### config.mk
export PLATFORM = sky130hd
export DESIGN_NAME = overheat_protection_monitor
export DESIGN_NICKNAME = d
export VERILOG_FILES = /design/src/rtl/overheat_pkg.sv /design/src/rtl/overheat_protection_monitor.sv /design/src/rtl/persist_timer.sv
export SDC_FILE = /design/constraint.sdc
export NUM_CORES = 1
export LEC_CHECK = 0
export ABC_AREA = 1
export BUFFER_PORTS_ARGS = -buffer_cell sky130_fd_sc_hd__buf_2
export CELL_PAD_IN_SITES_DETAIL_PLACEMENT = 0
export CELL_PAD_IN_SITES_GLOBAL_PLACEMENT = 1
export CORE_MARGIN = 2
export CORE_UTILIZATION = 45
export CTS_BUF_LIST = sky130_fd_sc_hd__clkbuf_8
export DETAILED_ROUTE_END_ITERATION = 12
export PLACE_DENSITY = 0.84
export SLEW_MARGIN = 20
export SYNTH_ARGS = -nofsm -noshare
export SYNTH_HDL_FRONTEND = slang
export SYNTH_SLANG_ARGS = --single-unit
### constraint.sdc
create_clock -name ref_clk -period 6.6 [get_ports ref_clk]
set_input_delay 0.66 -clock ref_clk [delete_from_list [all_inputs] [get_ports ref_clk]]
set_output_delay 0.66 -clock ref_clk [all_outputs]
set_load 0.01 [all_outputs]
### src/rtl/overheat_pkg.sv
// constants, field layouts and types of the overheat protection monitor
// assumes one 200 MHz clock and an avalon-mm word-addressed register slave
// Function
// - selection 1 takes motor thermal protector input
// - motor mode: warn above motor warning temperature
// - motor mode: alarm above motor alarm temperature
// - motor mode: open or shorted line alarms
// - motor mode ignores local levels and filter
// - selections 2, 3 watch machine sensor voltage
// - alarm level 0..500, 0.01 V, default 250
// - warning level 0..100 percent, default 100
// - filter time 0..65535 seconds, default 0
// - negative machine mode alarms on line fault
// - positive machine mode ignores line fault; no alarm here, but the fault event and live status bit still set
// - selection codes 0..3, applied on restart
`default_nettype none

package overheat_pkg;

  // clock and filter timing
  localparam int CLK_HZ = 200_000_000;
  localparam int FILTER_STEP_S = 1;
  localparam int FILTER_STEP_CYCLES = FILTER_STEP_S * CLK_HZ;

  // setting ranges and reset values
  localparam logic [8:0] ALARM_LEVEL_MAX = 9'h1f4;
  localparam logic [8:0] ALARM_LEVEL_RESET = 9'h0fa;
  localparam logic [6:0] WARN_PCT_MAX = 7'h64;
  localparam logic [6:0] WARN_PCT_RESET = 7'h64;
  localparam logic [15:0] FILTER_SEC_RESET = 16'h0000;
  localparam logic [6:0] PERCENT_FULL = 7'h64;

  // register indices; byte address is four times the index
  localparam logic [3:0] REG_SOURCE_SELECT = 4'h0;
  localparam logic [3:0] REG_ALARM_LEVEL = 4'h1;
  localparam logic [3:0] REG_WARN_PERCENT = 4'h2;
  localparam logic [3:0] REG_FILTER_SECONDS = 4'h3;
  localparam logic [3:0] REG_CONTROL = 4'h4;
  localparam logic [3:0] REG_LIVE_STATUS = 4'h5;
  localparam logic [3:0] REG_EVENT_STATUS = 4'h6;
  localparam logic [3:0] REG_EVENT_ENABLE = 4'h7;
  localparam logic [3:0] REG_EVENT_CLEAR = 4'h8;
  localparam logic [3:0] REG_SENSE_VALUE = 4'h9;

  // control register fields
  localparam int CTRL_RESTART_BIT = 0;

  // live status fields
  localparam int LIVE_ACTIVE_LSB = 0;
  localparam int LIVE_WARN_BIT = 2;
  localparam int LIVE_ALARM_BIT = 3;
  localparam int LIVE_FAULT_BIT = 4;

  // event bits, shared by status, enable and clear
  localparam int EVENT_COUNT = 3;
  localparam int EV_WARN_BIT = 0;
  localparam int EV_ALARM_BIT = 1;
  localparam int EV_FAULT_BIT = 2;
  localparam logic [2:0] EVENT_RESET = 3'h0;

  // overheat source selection codes
  typedef enum logic [1:0] {
    SRC_OFF = 2'h0,
    SRC_MOTOR = 2'h1,
    SRC_MACHINE_NEG = 2'h2,
    SRC_MACHINE_POS = 2'h3
  } source_t;

  // bus answer sequence
  typedef enum logic [1:0] {
    BUS_IDLE = 2'b01,
    BUS_ANSWER = 2'b10
  } bus_state_t;

endpackage

`default_nettype wire

### src/rtl/overheat_protection_monitor.sv
// overheat protection monitor: sense input evaluation, settings and events
// assumes sense and motor threshold inputs are synchronous to ref_clk, and an
// avalon-mm master with waitrequest on the register port
//
// Chosen here: the address map and the Avalon-MM interface to the registers.
`default_nettype none

module overheat_protection_monitor import overheat_pkg::*; #(
  parameter int unsigned TICK_CYCLES = FILTER_STEP_CYCLES
) (
  // clock and reset
  input wire logic ref_clk,
  input wire logic rst_n,
  // avalon-mm register slave, word addressed
  input wire logic [3:0] avs_address,
  input wire logic avs_read,
  input wire logic avs_write,
  input wire logic [31:0] avs_writedata,
  input wire logic [3:0] avs_byteenable,
  output logic [31:0] avs_readdata,
  output logic avs_waitrequest,
  // sense front end
  input wire logic signed [15:0] overheat_sense_input,
  input wire logic sense_line_fault,
  // thresholds held in the motor, same units as the sense input
  input wire logic signed [15:0] motor_warn_threshold,
  input wire logic signed [15:0] motor_alarm_threshold,
  // results
  output logic overheat_warning_event,
  output logic overheat_alarm_event,
  output logic irq
);

  // limits a user must know:
  //   inputs count as synchronous
  //   the line fault gets no debounce
  //   selection waits for a restart
  //   level compares are strict
  //   a filter second is TICK_CYCLES clocks

  // registers by word index:
  //   0 source select, pending
  //   1 alarm level, 500 at most
  //   2 warning percent, 100 at most
  //   3 filter seconds
  //   4 control, bit 0 restarts
  //   5 live status
  //   6 sticky event status
  //   7 event enable
  //   8 event clear, one clears
  //   9 last sense sample
  // unmapped words read zero
  // control and clear read zero

  typedef struct packed {
    bus_state_t bus;
    logic waitrequest;
    logic [31:0] readdata;
    source_t select;
    logic [8:0] alarm_level;
    logic [6:0] warn_pct;
    logic [15:0] filter_sec;
    source_t active;
    logic signed [15:0] sense;
    logic fault;
    logic warning;
    logic alarm;
    logic [2:0] ev_status;
    logic [2:0] ev_enable;
    logic irq;
  } state_t;

  state_t s;
  state_t next_s;

  // merge a write into a register under the byte enables
  // disabled lanes keep their old bytes
  function automatic logic [31:0] merge_bytes(input logic [31:0] old_value, input logic [31:0] wdata,
                                              input logic [3:0] be);
    logic [31:0] result;
    result = old_value;
    for (int i = 0; i < 4; i++) begin
      if (be[i]) begin
        result[i*8 +: 8] = wdata[i*8 +: 8];
      end
    end
    return result;
  endfunction

  // out of range settings are held at the top of their range
  // clamped on write, so compares need no check
  function automatic logic [15:0] clamp_setting(input logic [31:0] value, input logic [15:0] top);
    logic [15:0] result;
    result = top;
    if (value <= {16'h0, top}) begin
      result = value[15:0];
    end
    return result;
  endfunction

  // magnitude of the sensor voltage in the polarity the mode watches;
  // the wrong polarity reads as zero so it can never trip
  // negated -32768 needs bit 16
  function automatic logic [16:0] machine_magnitude(input source_t mode, input logic signed [15:0] v);
    logic [16:0] result;
    logic signed [16:0] wide;
    result = 17'h0;
    wide = 17'(v);
    if (mode == SRC_MACHINE_NEG && v < 0) begin
      result = 17'(-wide);
    end else if (mode == SRC_MACHINE_POS && v > 0) begin
      result = 17'(wide);
    end
    return result;
  endfunction

  // combinational view of the sense evaluation
  logic machine_mode;
  logic [16:0] magnitude;
  logic [23:0] scaled_sense;
  logic [23:0] scaled_limit;
  logic machine_over_level;
  logic machine_over_warn;
  logic filter_expired;
  logic next_warning;
  logic next_alarm;
  logic bus_request;
  logic bus_commit;
  logic [31:0] merged;
  logic [31:0] read_mux;

  // mode decode uses the applied selection, never the pending one
  assign machine_mode = (s.active == SRC_MACHINE_NEG) || (s.active == SRC_MACHINE_POS);

  // the machine comparisons use only the local settings
  assign magnitude = machine_magnitude(s.active, s.sense);
  assign machine_over_level = machine_mode && (magnitude > {8'h0, s.alarm_level});

  // compare mag*100 against level*pct so no divider is needed
  // 32768 * 100 fits 24 bits easily
  assign scaled_sense = 24'(magnitude) * 24'(PERCENT_FULL);
  assign scaled_limit = 24'(s.alarm_level) * 24'(s.warn_pct);
  assign machine_over_warn = machine_mode && (scaled_sense > scaled_limit);

  // motor mode never arms the timer, so
  // the local filter cannot alarm it
  // filter timer restarts whenever the voltage drops back inside the level
  persist_timer #(
    .TICK_CYCLES(TICK_CYCLES)
  ) u_filter (
    .ref_clk(ref_clk),
    .rst_n(rst_n),
    .armed(machine_over_level),
    .limit_seconds(s.filter_sec),
    .expired(filter_expired)
  );

  // warning and alarm per mode; the disabled mode raises nothing
  always_comb begin
    next_warning = 1'b0;
    next_alarm = 1'b0;
    case (s.active)
      SRC_MOTOR: begin
        // thresholds come from the motor; local settings play no part
        next_warning = (s.sense > motor_warn_threshold);
        next_alarm = (s.sense > motor_alarm_threshold)
                     || s.fault;
      end
      SRC_MACHINE_NEG: begin
        // line fault alarms past the filter
        next_warning = machine_over_warn;
        next_alarm = (machine_over_level && filter_expired)
                     || s.fault;
      end
      SRC_MACHINE_POS: begin
        // a broken or shorted line reads as no voltage here, so it raises no alarm; the fault bits still record it
        next_warning = machine_over_warn;
        next_alarm = machine_over_level && filter_expired;
      end
      default: begin
        // off or unknown: raise nothing
        next_warning = 1'b0;
        next_alarm = 1'b0;
      end
    endcase
  end

  // bus answer by edge:
  //   e0  request and read data taken
  //   e1  waitrequest seen low, write lands
  //   e2  idle, next request welcome
  // no error answer, no burst

  // a request is taken while waitrequest is high and committed one edge later
  // writes land where waitrequest is seen low
  assign bus_request = avs_read || avs_write;
  assign bus_commit = (s.bus == BUS_ANSWER) && avs_write;

  // register read view, captured when the request is taken
  // newer values in the wait cycle are missed
  always_comb begin
    read_mux = 32'h0;
    case (avs_address)
      REG_SOURCE_SELECT: read_mux = {30'h0, s.select};
      REG_ALARM_LEVEL: read_mux = {23'h0, s.alarm_level};
      REG_WARN_PERCENT: read_mux = {25'h0, s.warn_pct};
      REG_FILTER_SECONDS: read_mux = {16'h0, s.filter_sec};
      REG_LIVE_STATUS: begin
        read_mux[LIVE_ACTIVE_LSB +: 2] = s.active;
        read_mux[LIVE_WARN_BIT] = s.warning;
        read_mux[LIVE_ALARM_BIT] = s.alarm;
        read_mux[LIVE_FAULT_BIT] = s.fault;
      end
      REG_EVENT_STATUS: read_mux = {29'h0, s.ev_status};
      REG_EVENT_ENABLE: read_mux = {29'h0, s.ev_enable};
      REG_SENSE_VALUE: read_mux = {16'h0, s.sense};
      default: read_mux = 32'h0; // control, clear and unmapped read as zero
    endcase
  end

  // write data merged over the current value of the addressed register
  always_comb begin
    merged = 32'h0;
    case (avs_address)
      REG_SOURCE_SELECT: merged = merge_bytes({30'h0, s.select}, avs_writedata, avs_byteenable);
      REG_ALARM_LEVEL: merged = merge_bytes({23'h0, s.alarm_level}, avs_writedata, avs_byteenable);
      REG_WARN_PERCENT: merged = merge_bytes({25'h0, s.warn_pct}, avs_writedata, avs_byteenable);
      REG_FILTER_SECONDS: merged = merge_bytes({16'h0, s.filter_sec}, avs_writedata, avs_byteenable);
      REG_EVENT_ENABLE: merged = merge_bytes({29'h0, s.ev_enable}, avs_writedata, avs_byteenable);
      default: merged = merge_bytes(32'h0, avs_writedata, avs_byteenable);
    endcase
  end

  // edges after an input change:
  //   n    sample registered
  //   n+1  motor outputs, line fault
  //   n+1  zero filter expires
  //   n+2  machine alarm
  // each filter second adds TICK_CYCLES
  // a dip below the level restarts

  // next state of the whole block
  always_comb begin
    next_s = s;

    // sample the front end once so every comparison sees the same value
    // an idle block records no fault
    next_s.sense = overheat_sense_input;
    next_s.fault = (s.active != SRC_OFF) && sense_line_fault;
    next_s.warning = next_warning;
    next_s.alarm = next_alarm;

    // bus sequence: take, then answer with waitrequest low for one cycle
    // a request held past e1 is taken
    // again as a second transfer
    case (s.bus)
      BUS_IDLE: begin
        if (bus_request) begin
          next_s.bus = BUS_ANSWER;
          next_s.waitrequest = 1'b0;
          next_s.readdata = avs_read ? read_mux : 32'h0;
        end
      end
      BUS_ANSWER: begin
        next_s.bus = BUS_IDLE;
        next_s.waitrequest = 1'b1;
      end
      default: begin
        next_s.bus = BUS_IDLE;
        next_s.waitrequest = 1'b1;
      end
    endcase

    // settings take effect on the commit edge
    if (bus_commit) begin
      case (avs_address)
        REG_SOURCE_SELECT: next_s.select = source_t'(merged[1:0]);
        REG_ALARM_LEVEL: next_s.alarm_level = 9'(clamp_setting(merged, {7'h0, ALARM_LEVEL_MAX}));
        REG_WARN_PERCENT: next_s.warn_pct = 7'(clamp_setting(merged, {9'h0, WARN_PCT_MAX}));
        REG_FILTER_SECONDS: next_s.filter_sec = merged[15:0];
        REG_CONTROL: begin
          // a new selection only applies at restart
          if (avs_byteenable[0] && avs_writedata[CTRL_RESTART_BIT]) begin
            next_s.active = s.select;
          end
        end
        REG_EVENT_ENABLE: next_s.ev_enable = merged[2:0];
        REG_EVENT_CLEAR: begin
          if (avs_byteenable[0]) begin
            next_s.ev_status = s.ev_status & ~avs_writedata[2:0];
          end
        end
        default: next_s.ev_status = next_s.ev_status; // unmapped or read-only: ignored
      endcase
    end

    // sticky events; a set in the clear cycle wins
    // a lasting cause sets its bit again,
    // so clear only after removing it
    if (next_warning) begin
      next_s.ev_status[EV_WARN_BIT] = 1'b1;
    end
    if (next_alarm) begin
      next_s.ev_status[EV_ALARM_BIT] = 1'b1;
    end
    if (next_s.fault) begin
      next_s.ev_status[EV_FAULT_BIT] = 1'b1;
    end

    // level interrupt from the enabled sticky bits
    next_s.irq = |(next_s.ev_status & next_s.ev_enable);
  end

  // reset drops any pending selection
  // all state but the filter timer (u_filter) in one register
  always_ff @(posedge ref_clk or negedge rst_n) begin
    if (!rst_n) begin
      s.bus <= BUS_IDLE;
      s.waitrequest <= 1'b1;
      s.readdata <= 32'h0;
      s.select <= SRC_OFF;
      s.alarm_level <= ALARM_LEVEL_RESET;
      s.warn_pct <= WARN_PCT_RESET;
      s.filter_sec <= FILTER_SEC_RESET;
      s.active <= SRC_OFF;
      s.sense <= 16'sh0;
      s.fault <= 1'b0;
      s.warning <= 1'b0;
      s.alarm <= 1'b0;
      s.ev_status <= EVENT_RESET;
      s.ev_enable <= EVENT_RESET;
      s.irq <= 1'b0;
    end else begin
      s <= next_s;
    end
  end

  // outputs straight from the state register
  // no pin is fed by logic alone
  assign avs_readdata = s.readdata;
  assign avs_waitrequest = s.waitrequest;
  assign overheat_warning_event = s.warning;
  assign overheat_alarm_event = s.alarm;
  assign irq = s.irq;

endmodule

`default_nettype wire

### src/rtl/persist_timer.sv
// counts whole seconds for which a condition has held without a break
// assumes the caller holds armed low to restart the count
`default_nettype none

module persist_timer import overheat_pkg::*; #(
  parameter int unsigned TICK_CYCLES = FILTER_STEP_CYCLES
) (
  // clock and reset
  input wire logic ref_clk,
  input wire logic rst_n,
  // condition and limit
  input wire logic armed,
  input wire logic [15:0] limit_seconds,
  // result
  output logic expired
);

  typedef struct packed {
    logic [31:0] prescale;
    logic [15:0] seconds;
    logic expired;
  } timer_t;

  timer_t s;
  timer_t next_s;

  // any break in the condition throws the count away
  always_comb begin
    next_s = s;
    if (!armed) begin
      next_s.prescale = 32'h0;
      next_s.seconds = 16'h0;
      next_s.expired = 1'b0;
    end else begin
      if (s.prescale == 32'(TICK_CYCLES - 1)) begin
        next_s.prescale = 32'h0;
        if (s.seconds != 16'hffff) begin
          next_s.seconds = s.seconds + 16'h1; // saturates, so a 65535 s limit still ends
        end
      end else begin
        next_s.prescale = s.prescale + 32'h1;
      end
      next_s.expired = (next_s.seconds >= limit_seconds);
    end
  end

  always_ff @(posedge ref_clk or negedge rst_n) begin
    if (!rst_n) begin
      s <= '0;
    end else begin
      s <= next_s;
    end
  end

  assign expired = s.expired;

endmodule

`default_nettype wire
# Word-level counts from Yosys, hierarchy flattened
# Cells that the tools add are included.
[totals] reg_bits=146 in_bits=93 out_inout_bits=36 elab_cells=109
[op_classes] add_sub_neg=3 multipliers=2 n_lt_le_gt_ge=9 n_eq_ne=17 mux=35 bitwise=3 reduce_logical=22
[op_table] cell="$mux 8" count=11
[op_table] cell="$pmux 16 s5" count=1
[op_table] cell="$mux 32" count=2
[op_table] cell="$mux 49" count=1
[op_table] cell="$mux 16" count=3
[op_table] cell="$pmux 11 s4" count=1
[op_table] cell="$pmux 5 s8" count=1
[op_table] cell="$mux 35" count=1
[op_table] cell="$mux 17" count=2
[op_table] cell="$add 32x1->32 const B" count=1
[op_table] cell="$eq 32x28->1 const B" count=1
[op_table] cell="$gt 16x16->1" count=2
[op_table] cell="$le 32x7->1 const B" count=1
[op_table] cell="$le 32x9->1 const B" count=1
[op_table] cell="$gt 24x16->1" count=1
[op_table] cell="$mul 17x5->22 const B" count=1
[op_table] cell="$gt 17x9->1" count=1
[op_table] cell="$neg 16->17" count=1
[op_table] cell="$add 16x1->16 const B" count=1
[op_table] cell="$eq 4x3->1 const B" count=4
[op_table] cell="$ge 16x16->1" count=1
[op_table] cell="$gt 16x1->1 const B" count=1
[op_table] cell="$lt 16x1->1 const B" count=1
[op_table] cell="$mul 9x7->16" count=1
[op_table] cell="other kinds (24)" count=49

# Longest topological paths before layout
[depth] word_depth=12 mapped_depth=44 mapped_depth_nobuf=43

# Cells and area by module
# A second synthesis with hierarchy kept.
[hier_totals] hier_cells=1930 area_unflattened_um2=13635.6
[by_module_without_submodules] module="overheat_protection_monitor" instances=1 cells_each=1370 area_each_um2=9970.8 seq_area_each_um2=2014.4
[by_module_without_submodules] module="persist_timer" instances=1 cells_each=560 area_each_um2=3664.8 seq_area_each_um2=1226.2

# Worst setup path after synthesis
# Ideal clock, no wire load.
[synth_timing] path_kind="reg-to-reg" startpoint="register s[50] (netlist name)" endpoint="register irq (netlist name)" setup_time_ns=0.124 arrival_time_ns=5.834 required_time_ns=6.476 slack_ns=0.643 stages_incl_launch_ff=34 path_buffers=1 synth_period_minus_slack_ns=5.957 path_cell_list="dfstp_2 -> clkbuf_1 -> nand2_1 -> fa_1 -> fa_1 -> inv_1 -> fa_1 -> inv_1 -> fa_1 -> inv_1 -> ha_1 -> inv_1 -> o21ai_0 -> a31oi_1 -> nand2_1 -> a21boi_0 -> o21ai_0 -> a21oi_1 -> nor2_1 -> nor2_1 -> xor2_1 -> ha_1 -> nand4_1 -> or2_2 -> nor2_1 -> nand4_1 -> nand2_1 -> nand3_1 -> nand2_1 -> nand2_1 -> nand2_1 -> nand2_1 -> nand2_1 -> nand3_1"
[synth_lines] item="from (decl)" line_no="overheat_protection_monitor.sv:73" text="state_t s;"
[synth_lines] item="from (signal assigned)" line_no="overheat_protection_monitor.sv:334" text="s <= next_s;"

==> impl_metrics.csv <==
group,metric,value,unit
placed_design,hpwlAfterDp,28930,µm
global_routing,overflow,0,
critical_path,reg2reg_to,"irq",
yosys,ys_seq_area_share,24.48,%
global_routing,grt_max_degree,74,
timing,relSlewSlack,37.21,%
cts,root_buffer,"clkbuf_8",
timing,hold_viol_final,0,
floorplanning,core,28860,µm²
floorplanning,start_util,45.86,%
critical_path,cp_slowest_cell,"fa_1",
route,num_vias,11950,
floorplanning,rows,62,
route,drc,0,
yosys,synth_area_leaders,"dfrtp_1 22%, ha_1 16%, nand2_1 12%",
route,drtAntennaViolNets,0,
critical_path,worstSetupPathType,"flop to flop",
yosys,synth_edf_count,0,
hold_path,hold_path.class,"input port to async pin",
route,totalWireLength,35500,µm
timing,timing.fmax,161.2,MHz
cts,cts_buffers,17,
yosys,ys_ff_latch,129,
critical_path,critPathBufInv,9,
finish,diodes,0,
finish,num-nets-final,2286,
yosys,netlist_instances,1862,
placed_design,portBuffers,112,
route,wl_per_cell,14.98,µm
power_and_ir_drop,p_leak,0.008378,µW
floorplanning,die_w,175.5,µm
global_routing,grt_pass1_wl,57860,µm
critical_path,r2r-start,"s[11]",
yosys,synth-main-ff-cell,"dfrtp_1",
floorplanning,die-area,30800,µm²
finish,finalCoreUtilization,50.62,%
route,drt_first_pass_iters,5,
yosys,synth_warnings,0,
timing,fin_tns_setup,0,ns
cts,path_clk_slew,0.08,ns
critical_path,worst-path-max-fanout,7,
power_and_ir_drop,pwr_density_cell,284.6,nW/µm²
yosys,ys_async_sr_fraction,100.0,%
global_routing,grt_pass1_vias,11450,
placed_design,gp_congestion,0.9167,
cts,cts_tree,"yes",
power_and_ir_drop,ir_drop,0.0002693,V
flow_run,cap_viol_max_count,0,
finish,syn_to_final_growth,10.37,%
floorplanning,io_pins,129,
yosys,yosys.area.top_type,"dfrtp_1",
timing,fin_crit_sh,93.99,%
floorplanning,die_y,175.5,µm
yosys,yosys.cell_types.count,51,
global_routing,gr-usage-all-layers,23.51,%
timing,drv_slew,0,
critical_path,critPathTopFamily,"simple AND/OR/NAND/NOR gates",
critical_path,cp_data_arrival_time,6.55,ns
timing,worstMarginPinSlew,0.9418,ns
timing,finClkSkew,0.01478,ns
critical_path,crit_top_cell,"nand2_1",
critical_path,crit_path_max_incr_delay,0.52,ns
cts,htreeDepth,4,
timing,period_minus_slack,6.203,ns
cts,cts.path.max_buffers,2,
cts,cts_sinks,129,
critical_path,reg2regPathDepth,39,
yosys,postSynthAreaPerCell,7.108,µm²
yosys,synth_area,13240,µm²
timing,report.final.setup_viol,0,
finish,drive_gt1_share,11.73,%
critical_path,cp-end-kind,"flop",
status,status,"complete, no violations",
route,avgViaCountPerCell,5.042,
yosys,yosysTopAreaCellShare,22.50,%
cts,clk-insertion-delay-late,0.46,ns
critical_path,start_kind,"flop",
global_routing,antenna_found_initial,1,
critical_path,regToRegSetupSlack,0.40,ns
route,first_iter_violations,807,
critical_path,cp_data_required_time,6.95,ns
[layout make-up]
type,instances,area [µm²]
Fill cell,2960,14250
Multi-Input combinational cell,1294,8294
Sequential cell,129,3248
Inverter,392,1474
Timing Repair Buffer,139,765.7
Tap cell,384,480.5
Clock buffer,17,234.0
Clock inverter,15,111.4
[worst max-delay path by stage]
stage               start  endpoint  slack, ns  depth (start not counted)
floorplan           s[50]       irq       0.64                         33
global placement    s[11]       irq       0.32                         40
finish              s[11]       irq       0.40                         39
global route        s[11]       irq      -0.01                         41
detailed placement  s[11]       irq       0.04                         40
CTS                 s[11]       irq       0.03                         40
[state kept, by name, indices dropped and copies added (netlist names)]
register,flops
u_filter.s,48
s,61
irq,1
avs_readdata,16
overheat_alarm_event,1
u_filter.expired,1
overheat_warning_event,1
[logic make-up (layout without fill, tap and decap cells)]
kind of cell	count (synthesis)	count (layout)	share of synthesized area, %
AOI/OAI and AO/OA	229	229	9.671
xor gates and xnor gates	48	48	3.233
adders and majority gates	220	220	23.41
buffers and inverters	454	563	13.82
DFF	129	129	24.48
muxes	1	1	0.07563
other	1	16	0.02833
and+or+nand+nor	780	780	25.28
[routing by layer]
metal  up-vias  part of all wire (%)  global-route usage [%]
li1       6049                     -                       -
met1      5559                    50                   34.57
met2       310                    44                   36.40
met3        29                   5.7                   4.437
met4         2                  0.97                   4.098
met5         -                 0.020                       0
[Yosys cell counts, types with 2 or more instances]
cell,number
nand3b_1,6
fa_1,46
nand2_1,440
nor4_1,18
ha_1,174
nor2_4,5
nor3b_1,3
a22oi_1,2
clkbuf_1,25
o22ai_1,14
o221ai_1,3
dfstp_2,10
nand2_2,5
o21a_1,9
xor2_1,39
clkinv_1,2
a211oi_1,3
nor2_1,153
nor3_2,4
xnor2_1,8
o21bai_1,5
buf_4,33
a21oi_1,66
o21ai_2,2
o211ai_1,4
buf_1,3
nand4_1,24
nor3_1,32
dfrtp_1,119
a21o_1,4
inv_1,389
o31ai_1,3
or2_2,4
and2_1,3
nand3_1,77
a31oi_1,9
o21ai_0,102
[per-stage QoR]
step                total power (µW)  setup WS [ns]  std cells  instance area [µm²]  hold slack, ns
global placement                3389         0.3219       2324                14070          0.4500
global route                    4646       -0.01028       2370                14610          0.2628
detailed placement              3458        0.04157       2324                14070          0.4572
finish                          4157         0.3967       2370                14610          0.2597
floorplan                       2830         0.6425       1877                13290          0.3644
CTS                             4096        0.02919       2356                14420          0.2772
[what timing repair did]
| item | 4_1_cts | 5_1_grt |
|---|---|---|
| hold endpoints to repair | 0 | 0 |
| setup endpoints to repair | 0 | 3 |
| gates resized for setup | 0 | 33 |
| buffers inserted | 0 | 14 |
| hold buffers | 0 | 0 |
[placed cells by master (no fill, tap or decap), types with 18 or more instances in the layout]
master	n
dfrtp_1	116
nor3_1	32
nand3_1	76
xor2_1	38
nand2_1	434
nand4_1	24
fa_1	46
a21oi_1	65
nor2_1	150
inv_1	388
nor4_1	18
ha_1	169
o21ai_0	97
buf_4	28
buf_2	111
[report_power, final]
group | switching, µW | internal (µW) | leakage (µW)
Sequential | 88.2 | 890 | 0.00163
Clock | 358 | 263 | 0.000175
Combinational | 1510 | 1050 | 0.00657
(Power assumes the default switching activity.)
